===== src/shared/wave_fault_map.vh =====
`ifndef WAVE_FAULT_MAP_VH
`define WAVE_FAULT_MAP_VH
// Register offsets on the core's special function register port
`define ADDR_WAVE_ONE_LOW   8'hE2
`define ADDR_WAVE_ONE_MID   8'hE3
`define ADDR_WAVE_ONE_HIGH  8'hE4
`define ADDR_WAVE_TWO_LOW   8'hE5
`define ADDR_WAVE_TWO_MID   8'hE6
`define ADDR_WAVE_TWO_HIGH  8'hE7
`define ADDR_ACC_CONFIG     8'h0F
`define ADDR_IRQ_EN_HIGH    8'hDB
`define ADDR_IRQ_ST_HIGH    8'hDE
`define ADDR_IRQ_EN_LOW     8'hD9
`define ADDR_IRQ_ST_LOW     8'hDC
`define ADDR_CAL_MODE       8'h3D
`define ADDR_WAVE_MODE      8'h0D
// Field positions
`define BIT_ACTIVE_SEL      7
`define BIT_FAULT_POLARITY  6
`define BIT_SAMPLE_READY    5
`define BIT_FAULT_CHANGE    5
`define BIT_FORCE_PHASE     4
`define BIT_FORCE_NEUTRAL   5
// Timing, code scales and reset values
`define MOD_DIV             5
`define SAMPLE_DIV          160
`define FULL_SCALE_CODE     24'h28F5C2
`define VOLT_FULL_SCALE     24'h0028F5
`define MAX_CODE            24'h400000
`define AVG_TIME_MS         1000
`define CLK_MHZ             100
`define AVG_CYCLES          (`AVG_TIME_MS * 1000 * `CLK_MHZ)
`define ACC_CONFIG_RESET    8'h00
`define WAVE_MODE_RESET     8'h00
`endif


===== src/core/adc_wave_fault_select.v =====
`timescale 1ns/1ns
`include "wave_fault_map.vh"
module adc_wave_fault_select
#(
  parameter AVG_CYCLES = `AVG_CYCLES,  // Fault averaging window
  parameter MOD_DIV    = `MOD_DIV,     // Modulator clock divider
  parameter SAMPLE_DIV = `SAMPLE_DIV   // Base sample divider
)
(
  input  wire        mclk,           // Metering clock
  input  wire        rst,            // Async reset, high
  input  wire        battery_power_state, // Low power state
  input  wire        sleep_power_state,   // Sleep state
  input  wire        bit_current,    // Current modulator bit, async
  input  wire        bit_voltage,    // Voltage modulator bit, async
  input  wire        bit_phase,      // Phase current modulator bit
  input  wire        bit_neutral,    // Neutral current modulator bit
  input  wire [7:0]  sfr_addr,       // Register address
  input  wire        sfr_wr,         // Write strobe
  input  wire        sfr_rd,         // Read strobe
  input  wire [7:0]  sfr_wdata,      // Write data
  output reg  [7:0]  sfr_rdata,      // Read data
  output wire        mod_clk_en,     // Modulator sample pulse
  output wire        meter_irq,      // Pending metering interrupt
  output wire        neutral_in_use  // Measurement uses neutral
);
  localparam ST_NORMAL = 2'b01;
  localparam ST_FAULT  = 2'b10;
  localparam [23:0] V_FLOOR = `VOLT_FULL_SCALE * 3 / 1000;

  // Bit stream to signed step: 1 -> +1, 0 -> -1
  function [23:0] step;
    input b;
    begin
      step = b ? 24'h000001 : 24'hFFFFFF;
    end
  endfunction

  // Clamp to allowed code span
  function [23:0] clamp;
    input [23:0] v;
    begin
      if (!v[23] && v > `MAX_CODE)
        clamp = `MAX_CODE;
      else if (v[23] && v < (24'h000000 - `MAX_CODE))
        clamp = 24'h000000 - `MAX_CODE;
      else
        clamp = v;
    end
  endfunction

  // Absolute value of a decimated code
  function [23:0] mag;
    input [23:0] v;
    begin
      mag = v[23] ? (24'h000000 - v) : v;
    end
  endfunction

  reg  [3:0]  sync1_q;
  reg  [3:0]  sync2_q;
  reg  [7:0]  mod_cnt_q;
  reg  [7:0]  dec_cnt_q;
  reg  [23:0] acc_i_q;
  reg  [23:0] acc_v_q;
  reg  [23:0] acc_a_q;
  reg  [23:0] acc_b_q;
  reg  [23:0] smp_i_q;
  reg  [23:0] smp_v_q;
  reg  [2:0]  rate_cnt_q;
  reg  [23:0] wave1_q;
  reg  [23:0] wave2_q;
  reg  [7:0]  wave_mode_q;
  reg  [7:0]  acc_cfg_q;
  reg  [7:0]  irq_en_high_q;
  reg  [7:0]  irq_en_low_q;
  reg  [7:0]  cal_mode_q;
  reg         sample_flag_q;
  reg         fault_flag_q;
  reg  [31:0] avg_cnt_q;
  reg  [31:0] sum_a_q;
  reg  [31:0] sum_b_q;
  reg  [23:0] peak_v_q;
  reg  [2:0]  cond_q;
  reg  [1:0]  fstate_q;
  reg         auto_neutral_q;

  wire        powered = !battery_power_state && !sleep_power_state;
  wire        mod_tick = powered && (mod_cnt_q == MOD_DIV - 1);
  wire        dec_tick = mod_tick &&
                         (dec_cnt_q == SAMPLE_DIV / MOD_DIV - 1);
  wire [2:0]  rate_mask = (3'd1 << wave_mode_q[1:0]) - 3'd1;
  wire        wave_tick = dec_tick && ((rate_cnt_q & rate_mask) == 3'd0);
  wire        avg_done = (avg_cnt_q == AVG_CYCLES - 1);
  wire        f_phase = cal_mode_q[`BIT_FORCE_PHASE];
  wire        f_neutral = cal_mode_q[`BIT_FORCE_NEUTRAL];
  wire [31:0] act = auto_neutral_q ? sum_b_q : sum_a_q;
  wire [31:0] inact = auto_neutral_q ? sum_a_q : sum_b_q;
  wire [31:0] diff = (act > inact) ? act - inact : inact - act;
  wire        big_diff = diff > (act >> 4);
  wire        swap_margin = (inact > act) && (inact - act > (act >> 4));
  // Window peak against 0.3 percent of voltage full scale
  wire        v_ok = peak_v_q > V_FLOOR;
  wire [2:0]  cond = {v_ok, big_diff, swap_margin};
  wire        settled = (cond == cond_q);
  wire        clr_sample = sfr_wr && sfr_addr == `ADDR_IRQ_ST_HIGH &&
                           !sfr_wdata[`BIT_SAMPLE_READY];
  wire        clr_fault = sfr_wr && sfr_addr == `ADDR_IRQ_ST_LOW &&
                          !sfr_wdata[`BIT_FAULT_CHANGE];
  reg         fault_event_q;

  assign mod_clk_en = mod_tick;
  // Force applies only with exactly one force bit set
  assign neutral_in_use = (f_phase ^ f_neutral) ? f_neutral
                          : auto_neutral_q;
  assign meter_irq = (sample_flag_q &&
                      irq_en_high_q[`BIT_SAMPLE_READY]) ||
                     (fault_flag_q && irq_en_low_q[`BIT_FAULT_CHANGE]);

  always @(posedge mclk or posedge rst)
  begin
    if (rst)
    begin
      sync1_q <= 4'h0;
      sync2_q <= 4'h0;
    end
    else
    begin
      sync1_q <= {bit_neutral, bit_phase, bit_voltage, bit_current};
      sync2_q <= sync1_q;
    end
  end

  // Decimation: boxcar of 32 modulator bits scaled to code span
  always @(posedge mclk or posedge rst)
  begin
    if (rst)
    begin
      mod_cnt_q <= 8'h00;
      dec_cnt_q <= 8'h00;
      acc_i_q   <= 24'h000000;
      acc_v_q   <= 24'h000000;
      acc_a_q   <= 24'h000000;
      acc_b_q   <= 24'h000000;
      smp_i_q   <= 24'h000000;
      smp_v_q   <= 24'h000000;
      rate_cnt_q <= 3'd0;
    end
    else if (powered)
    begin
      mod_cnt_q <= mod_tick ? 8'h00 : mod_cnt_q + 8'h01;
      if (mod_tick)
      begin
        if (dec_tick)
        begin
          dec_cnt_q <= 8'h00;
          // Scale 32-bit average to full-scale code magnitudes
          smp_i_q <= clamp(acc_i_q * 24'd83886);
          smp_v_q <= clamp(acc_v_q * 24'd327);
          acc_i_q <= step(sync2_q[0]);
          acc_v_q <= step(sync2_q[1]);
          acc_a_q <= step(sync2_q[2]);
          acc_b_q <= step(sync2_q[3]);
          rate_cnt_q <= rate_cnt_q + 3'd1;
        end
        else
        begin
          dec_cnt_q <= dec_cnt_q + 8'h01;
          acc_i_q <= acc_i_q + step(sync2_q[0]);
          acc_v_q <= acc_v_q + step(sync2_q[1]);
          acc_a_q <= acc_a_q + step(sync2_q[2]);
          acc_b_q <= acc_b_q + step(sync2_q[3]);
        end
      end
    end
  end

  // Averaged magnitudes for fault compare; runs beside waveform path
  always @(posedge mclk or posedge rst)
  begin
    if (rst)
    begin
      avg_cnt_q <= 32'h0;
      sum_a_q <= 32'h0;
      sum_b_q <= 32'h0;
      peak_v_q <= 24'h000000;
      cond_q <= 3'b000;
      fstate_q <= ST_NORMAL;
      auto_neutral_q <= 1'b0;
      fault_event_q <= 1'b0;
    end
    else
    begin
      fault_event_q <= 1'b0;
      // Input magnitudes only; waveform reads never touch these sums
      if (dec_tick)
      begin
        sum_a_q <= sum_a_q + {8'h00, mag(acc_a_q)};
        sum_b_q <= sum_b_q + {8'h00, mag(acc_b_q)};
        if (mag(smp_v_q) > peak_v_q)
          peak_v_q <= mag(smp_v_q);
      end
      avg_cnt_q <= avg_done ? 32'h0 : avg_cnt_q + 32'h1;
      if (avg_done)
      begin
        sum_a_q <= 32'h0;
        sum_b_q <= 32'h0;
        peak_v_q <= 24'h000000;
        cond_q <= cond;
        // Two agreeing windows, so a step in the inputs never acts at once
        if (v_ok && settled)
        begin
          case (fstate_q)
            ST_NORMAL:
              if (big_diff)
              begin
                fstate_q <= ST_FAULT;
                fault_event_q <= !acc_cfg_q[`BIT_FAULT_POLARITY];
                if (swap_margin)
                  auto_neutral_q <= ~auto_neutral_q;
              end
            ST_FAULT:
              if (swap_margin)
                auto_neutral_q <= ~auto_neutral_q;
              else if (!big_diff)
              begin
                fstate_q <= ST_NORMAL;
                fault_event_q <= acc_cfg_q[`BIT_FAULT_POLARITY];
              end
            default:
              fstate_q <= ST_NORMAL;
          endcase
        end
      end
    end
  end

  // Register port, flags, high-byte latch
  always @(posedge mclk or posedge rst)
  begin
    if (rst)
    begin
      wave_mode_q <= `WAVE_MODE_RESET;
      acc_cfg_q <= `ACC_CONFIG_RESET;
      irq_en_high_q <= 8'h00;
      irq_en_low_q <= 8'h00;
      cal_mode_q <= 8'h00;
      sample_flag_q <= 1'b0;
      fault_flag_q <= 1'b0;
      wave1_q <= 24'h000000;
      wave2_q <= 24'h000000;
    end
    else
    begin
      if (sfr_wr)
      begin
        case (sfr_addr)
          `ADDR_WAVE_MODE:   wave_mode_q <= sfr_wdata;
          `ADDR_ACC_CONFIG:  acc_cfg_q <= {1'b0, sfr_wdata[6:0]};
          `ADDR_IRQ_EN_HIGH: irq_en_high_q <= {2'b00, sfr_wdata[5:0]};
          `ADDR_IRQ_EN_LOW:  irq_en_low_q <= {2'b00, sfr_wdata[5:0]};
          `ADDR_CAL_MODE:    cal_mode_q <= sfr_wdata;
          default:           cal_mode_q <= cal_mode_q;
        endcase
      end
      // Set wins over a same-cycle clear
      if (wave_tick)
        sample_flag_q <= 1'b1;
      else if (clr_sample)
        sample_flag_q <= 1'b0;
      if (fault_event_q)
        fault_flag_q <= 1'b1;
      else if (clr_fault)
        fault_flag_q <= 1'b0;
      if (sfr_rd && (sfr_addr == `ADDR_WAVE_ONE_HIGH ||
                     sfr_addr == `ADDR_WAVE_TWO_HIGH))
      begin
        wave1_q <= smp_i_q;
        wave2_q <= smp_v_q;
      end
    end
  end

  // Registered read data; high byte returns the freshly latched value
  always @(posedge mclk or posedge rst)
  begin
    if (rst)
      sfr_rdata <= 8'h00;
    else if (sfr_rd)
    begin
      case (sfr_addr)
        `ADDR_WAVE_ONE_LOW:  sfr_rdata <= wave1_q[7:0];
        `ADDR_WAVE_ONE_MID:  sfr_rdata <= wave1_q[15:8];
        `ADDR_WAVE_ONE_HIGH: sfr_rdata <= smp_i_q[23:16];
        `ADDR_WAVE_TWO_LOW:  sfr_rdata <= wave2_q[7:0];
        `ADDR_WAVE_TWO_MID:  sfr_rdata <= wave2_q[15:8];
        `ADDR_WAVE_TWO_HIGH: sfr_rdata <= smp_v_q[23:16];
        `ADDR_WAVE_MODE:     sfr_rdata <= wave_mode_q;
        `ADDR_ACC_CONFIG:    sfr_rdata <= {neutral_in_use,
                                           acc_cfg_q[6:0]};
        `ADDR_IRQ_EN_HIGH:   sfr_rdata <= irq_en_high_q;
        `ADDR_IRQ_EN_LOW:    sfr_rdata <= irq_en_low_q;
        `ADDR_IRQ_ST_HIGH:   sfr_rdata <= {2'b00, sample_flag_q, 5'h00};
        `ADDR_IRQ_ST_LOW:    sfr_rdata <= {2'b00, fault_flag_q, 5'h00};
        `ADDR_CAL_MODE:      sfr_rdata <= cal_mode_q;
        default:             sfr_rdata <= 8'h00;
      endcase
    end
  end
endmodule


===== config.mk =====
export PLATFORM = sky130hd
export DESIGN_NAME = adc_wave_fault_select
export DESIGN_NICKNAME = d
export VERILOG_FILES = /design/src/core/adc_wave_fault_select.v
export VERILOG_INCLUDE_DIRS = /design/src /design/src/shared
export SDC_FILE = /design/constraint.sdc
export NUM_CORES = 2
export LEC_CHECK = 0
export BUFFER_PORTS_ARGS = -buffer_cell sky130_fd_sc_hd__buf_2
export CORE_MARGIN = 8
export CORE_UTILIZATION = 45
export CTS_BUF_LIST = sky130_fd_sc_hd__clkbuf_8
export CTS_CLUSTER_DIAMETER = 30
export DETAILED_ROUTE_END_ITERATION = 8
export PLACE_DENSITY = 0.69
export REMOVE_ABC_BUFFERS = 1
export SLEW_MARGIN = 20
export SYNTH_ARGS = -nofsm -noshare
export SYNTH_HDL_FRONTEND = slang
export SYNTH_SLANG_ARGS = --single-unit

===== constraint.sdc =====
create_clock -name mclk -period 11.27 [get_ports mclk]
set_clock_uncertainty 0.1 [all_clocks]
set_input_delay 0.5635 -clock mclk [delete_from_list [all_inputs] [get_ports mclk]]
set_output_delay 0.5635 -clock mclk [all_outputs]
set_load 0.01 [all_outputs]

==> impl_metrics.ini <==
[run_status]
status = finished, final reports clean

[clock_network]
htreeDepth = 3
cts.reportedPaths.clkPinSlew_ns = 0.06
cts.sinks = 372
cts_tree = done
post_cts_buffers = 0
clockBufferDepth = 3
clockRootBuffer = clkbuf_8
cts_inserted_buffers = 95
worstSkewPairLatency_ns = 0.72

[timing]
tightest_slew_ns = 1.02
fin_tns_setup_ns = 0
slew_headroom = 0.317
rsz0062_at_grt = no
drv_slew = 0
fmax_mhz = 135
final.min_clock_period_ns = 7.42
period_share = 0.658
setup_violations = 0
hold_viol_final = 0

[worst_setup_path]
cp_data_arrival_time_ns = 7.95
start_kind = register
worstSetupPathType = register to register
cp_max_fo = 50
cp.required_ns = 11.80
cpMostUsedCell = a21oi_1
cp_slowest_cell = dfrtp_4
crit_path_end_kind = register
cpPeakStageDelay_ns = 0.85

[grt]
grt_max_degree = 121
first_global_vias = 30294
grt_use_total = 0.195
grt_pass1_wl_um = 154000
grt.overflow.total = 0
antenna_found_initial = 2

[floorplanning]
coreArea_mm2 = 0.0833
io_pins = 37
rows = 106
start_util = 0.452
die_area_mm2 = 0.0931
die_y_um = 305
die_w_um = 305

[job]
drv_cap = 0

[cells_and_area]
multi_input_comb_area_mm2 = 0.0264
fin_util = 0.495
drive_above_1_share = 0.0858
nets = 4946
register_area_mm2 = 0.00931
n_fill_cell = 7818
area_delta_synth_final_pct = 9.66

[yosys]
yosysWarnings = 0
seq_area_frac_synth = 0.247
ys_seq_elements = 372
synth-edff-count = 0
syn_area_per_cell_um2 = 8.69
ys_types = 101
syn_area_mm2 = 0.0376
synth_ff_type = dfrtp_1
async_reset_ff_frac = 1.00
netlist_instances = 4331

[pwr]
pwr_density_cell_mw_per_mm2 = 191
ir_drop_mv = 0.440
finalPower_uw = 7900
p_leak_uw = 0.0199

[placed_design]
portBuffers = 36
place.gp.congestion = 0.927
dp_hpwl_um = 70300

[detailed_routing]
post_drt_wl_per_cell_um = 16.7
drt_first_pass_iters = 5
drt-total-wl_um = 92000
drcViolationCount = 0
vias = 31092
detail-route-antenna-nets = 0
drt_iter0_markers = 2072
viasPerCell = 5.64

[min_path]
hp-class = primary input to register
[metrics by stage]
step	setup WS [ns]	cell area (um2)	std cells	hold WS, ns
floorplan	0.278	37000	4176	0.231
global placement	4.10	38800	5321	0.232
detailed placement	3.94	38800	5321	0.235
CTS	3.89	41300	5507	0.00133
global route	3.34	41300	5508	0.0436
finish	3.85	41300	5508	0.0773
[metal layers]
metal	GRT usage	part of all wire	vias to the layer above
met3	0.0218	0.041	139
li1	-	-	15349
met2	0.330	0.48	656
met5	0	0	-
met4	0.0553	0.022	0
met1	0.265	0.46	14948
[where the power goes]
group | switching [uW] | leakage, uW | total, uW | internal (uW)
logic | 2540 | 0.0137 | 4450 | 1910
registers | 81.8 | 0.00492 | 1460 | 1380
clock network | 766 | 0.00120 | 1990 | 1220
total | 3390 | 0.0199 | 7900 | 4510
[logic make-up (layout without fill, tap and decap cells)]
kind of cell / Yosys count / after routing / share of synthesized area
simple gates: 1239 / 1239 / 0.157
compound gates: 1044 / 1044 / 0.176
fa+ha+maj: 621 / 621 / 0.235
buf+inv: 530 / 626 / 0.0534
flops: 372 / 372 / 0.247
xor+xnor: 361 / 361 / 0.0844
mux: 164 / 164 / 0.0472
other cells: 0 / 1 / 0
[placed cells by master (no fill, tap or decap), drive strengths merged, types with 23 or more instances in the layout]
master and instances:
clkbuf 107, mux2i 77, fa 159, o21a 23
nor4 26, a21o 74, o21ai 240, o31ai 29
inv 390, and3 29, buf 65, nand4 45
maj3 51, nor3 88, nand2b 74, o211ai 27
xnor2 276, xor2 85, nor2b 61, a31oi 35
clkinv 31, nand3 84, a211oi 66, mux2 86
a21oi 344, ha 411, and2 23, nor2 294
or3 46, o21bai 23, nand2 405, dfrtp 371
[path summary, 6_finish.rpt]
check / from / slack [ns] / cells after the start / endpoint
min in group asynchronous: rst / 0.39 / 3 / mod_cnt_q[3]
max: auto_neutral_q / 3.85 / 30 / fault_event_q
min: sfr_wdata[5] / 0.08 / 2 / irq_en_high_q[5]
max in group asynchronous: rst / 9.05 / 4 / acc_i_q[14]
max reg2reg: auto_neutral_q / 3.85 / 30 / fault_event_q
min reg2reg: sync1_q[2] / 0.24 / 0 / sync2_q[2]
[registers in the layout, summed over array words and instances, names as in the netlist, 7 cells and up]
name,count
wave_mode_q,8
peak_v_q,24
sum_b_q,32
sfr_rdata,8
cal_mode_q,8
sum_a_q,32
acc_a_q,24
wave2_q,16
acc_i_q,23
smp_v_q,24
smp_i_q,23
wave1_q,15
acc_v_q,24
mod_cnt_q,8
dec_cnt_q,8
acc_cfg_q,7
acc_b_q,24
avg_cnt_q,32
[worst max-delay path, delay by kind of cell, from the launching register on]
| family | cells | cell delay [ns] |
|---|---|---|
| AOI/OAI and AO/OA | 17 | 3.29 |
| xor gates and xnor gates | 2 | 0.39 |
| adders and majority gates | 2 | 0.50 |
| buffers and inverters | 3 | 0.80 |
| DFF | 1 | 0.85 |
| muxes | 2 | 0.41 |
| and+or+nand+nor | 4 | 0.92 |
[area by class of cell]
class	instances	area share
Multi-Input combinational cell	3429	0.639
Antenna cell	1	0.0000606
Inverter	375	0.0343
Clock inverter	67	0.0199
Tap cell	1080	0.0327
Clock buffer	107	0.0357
Sequential cell	372	0.226
Timing Repair Buffer	77	0.0126
[timing repair]
item | in CTS | in global routing
resized for setup | 0 | 0
hold buffers | 12 | 0
hold endpoints to repair | 104 | 0
[synth_stat cells, drive strengths merged (86+ instances only)]
master    n  share of area
ha      411           0.14
mux2     86          0.026
nor2    294          0.029
dfrtp   371           0.25
fa      159          0.085
xnor2   276          0.064
clkbuf  129          0.013
o21ai   240          0.032
a21oi   344          0.046
nand2   405          0.040
inv     375          0.037
nor3     88          0.012
Note: power is estimated with default switching activity, not from simulation.
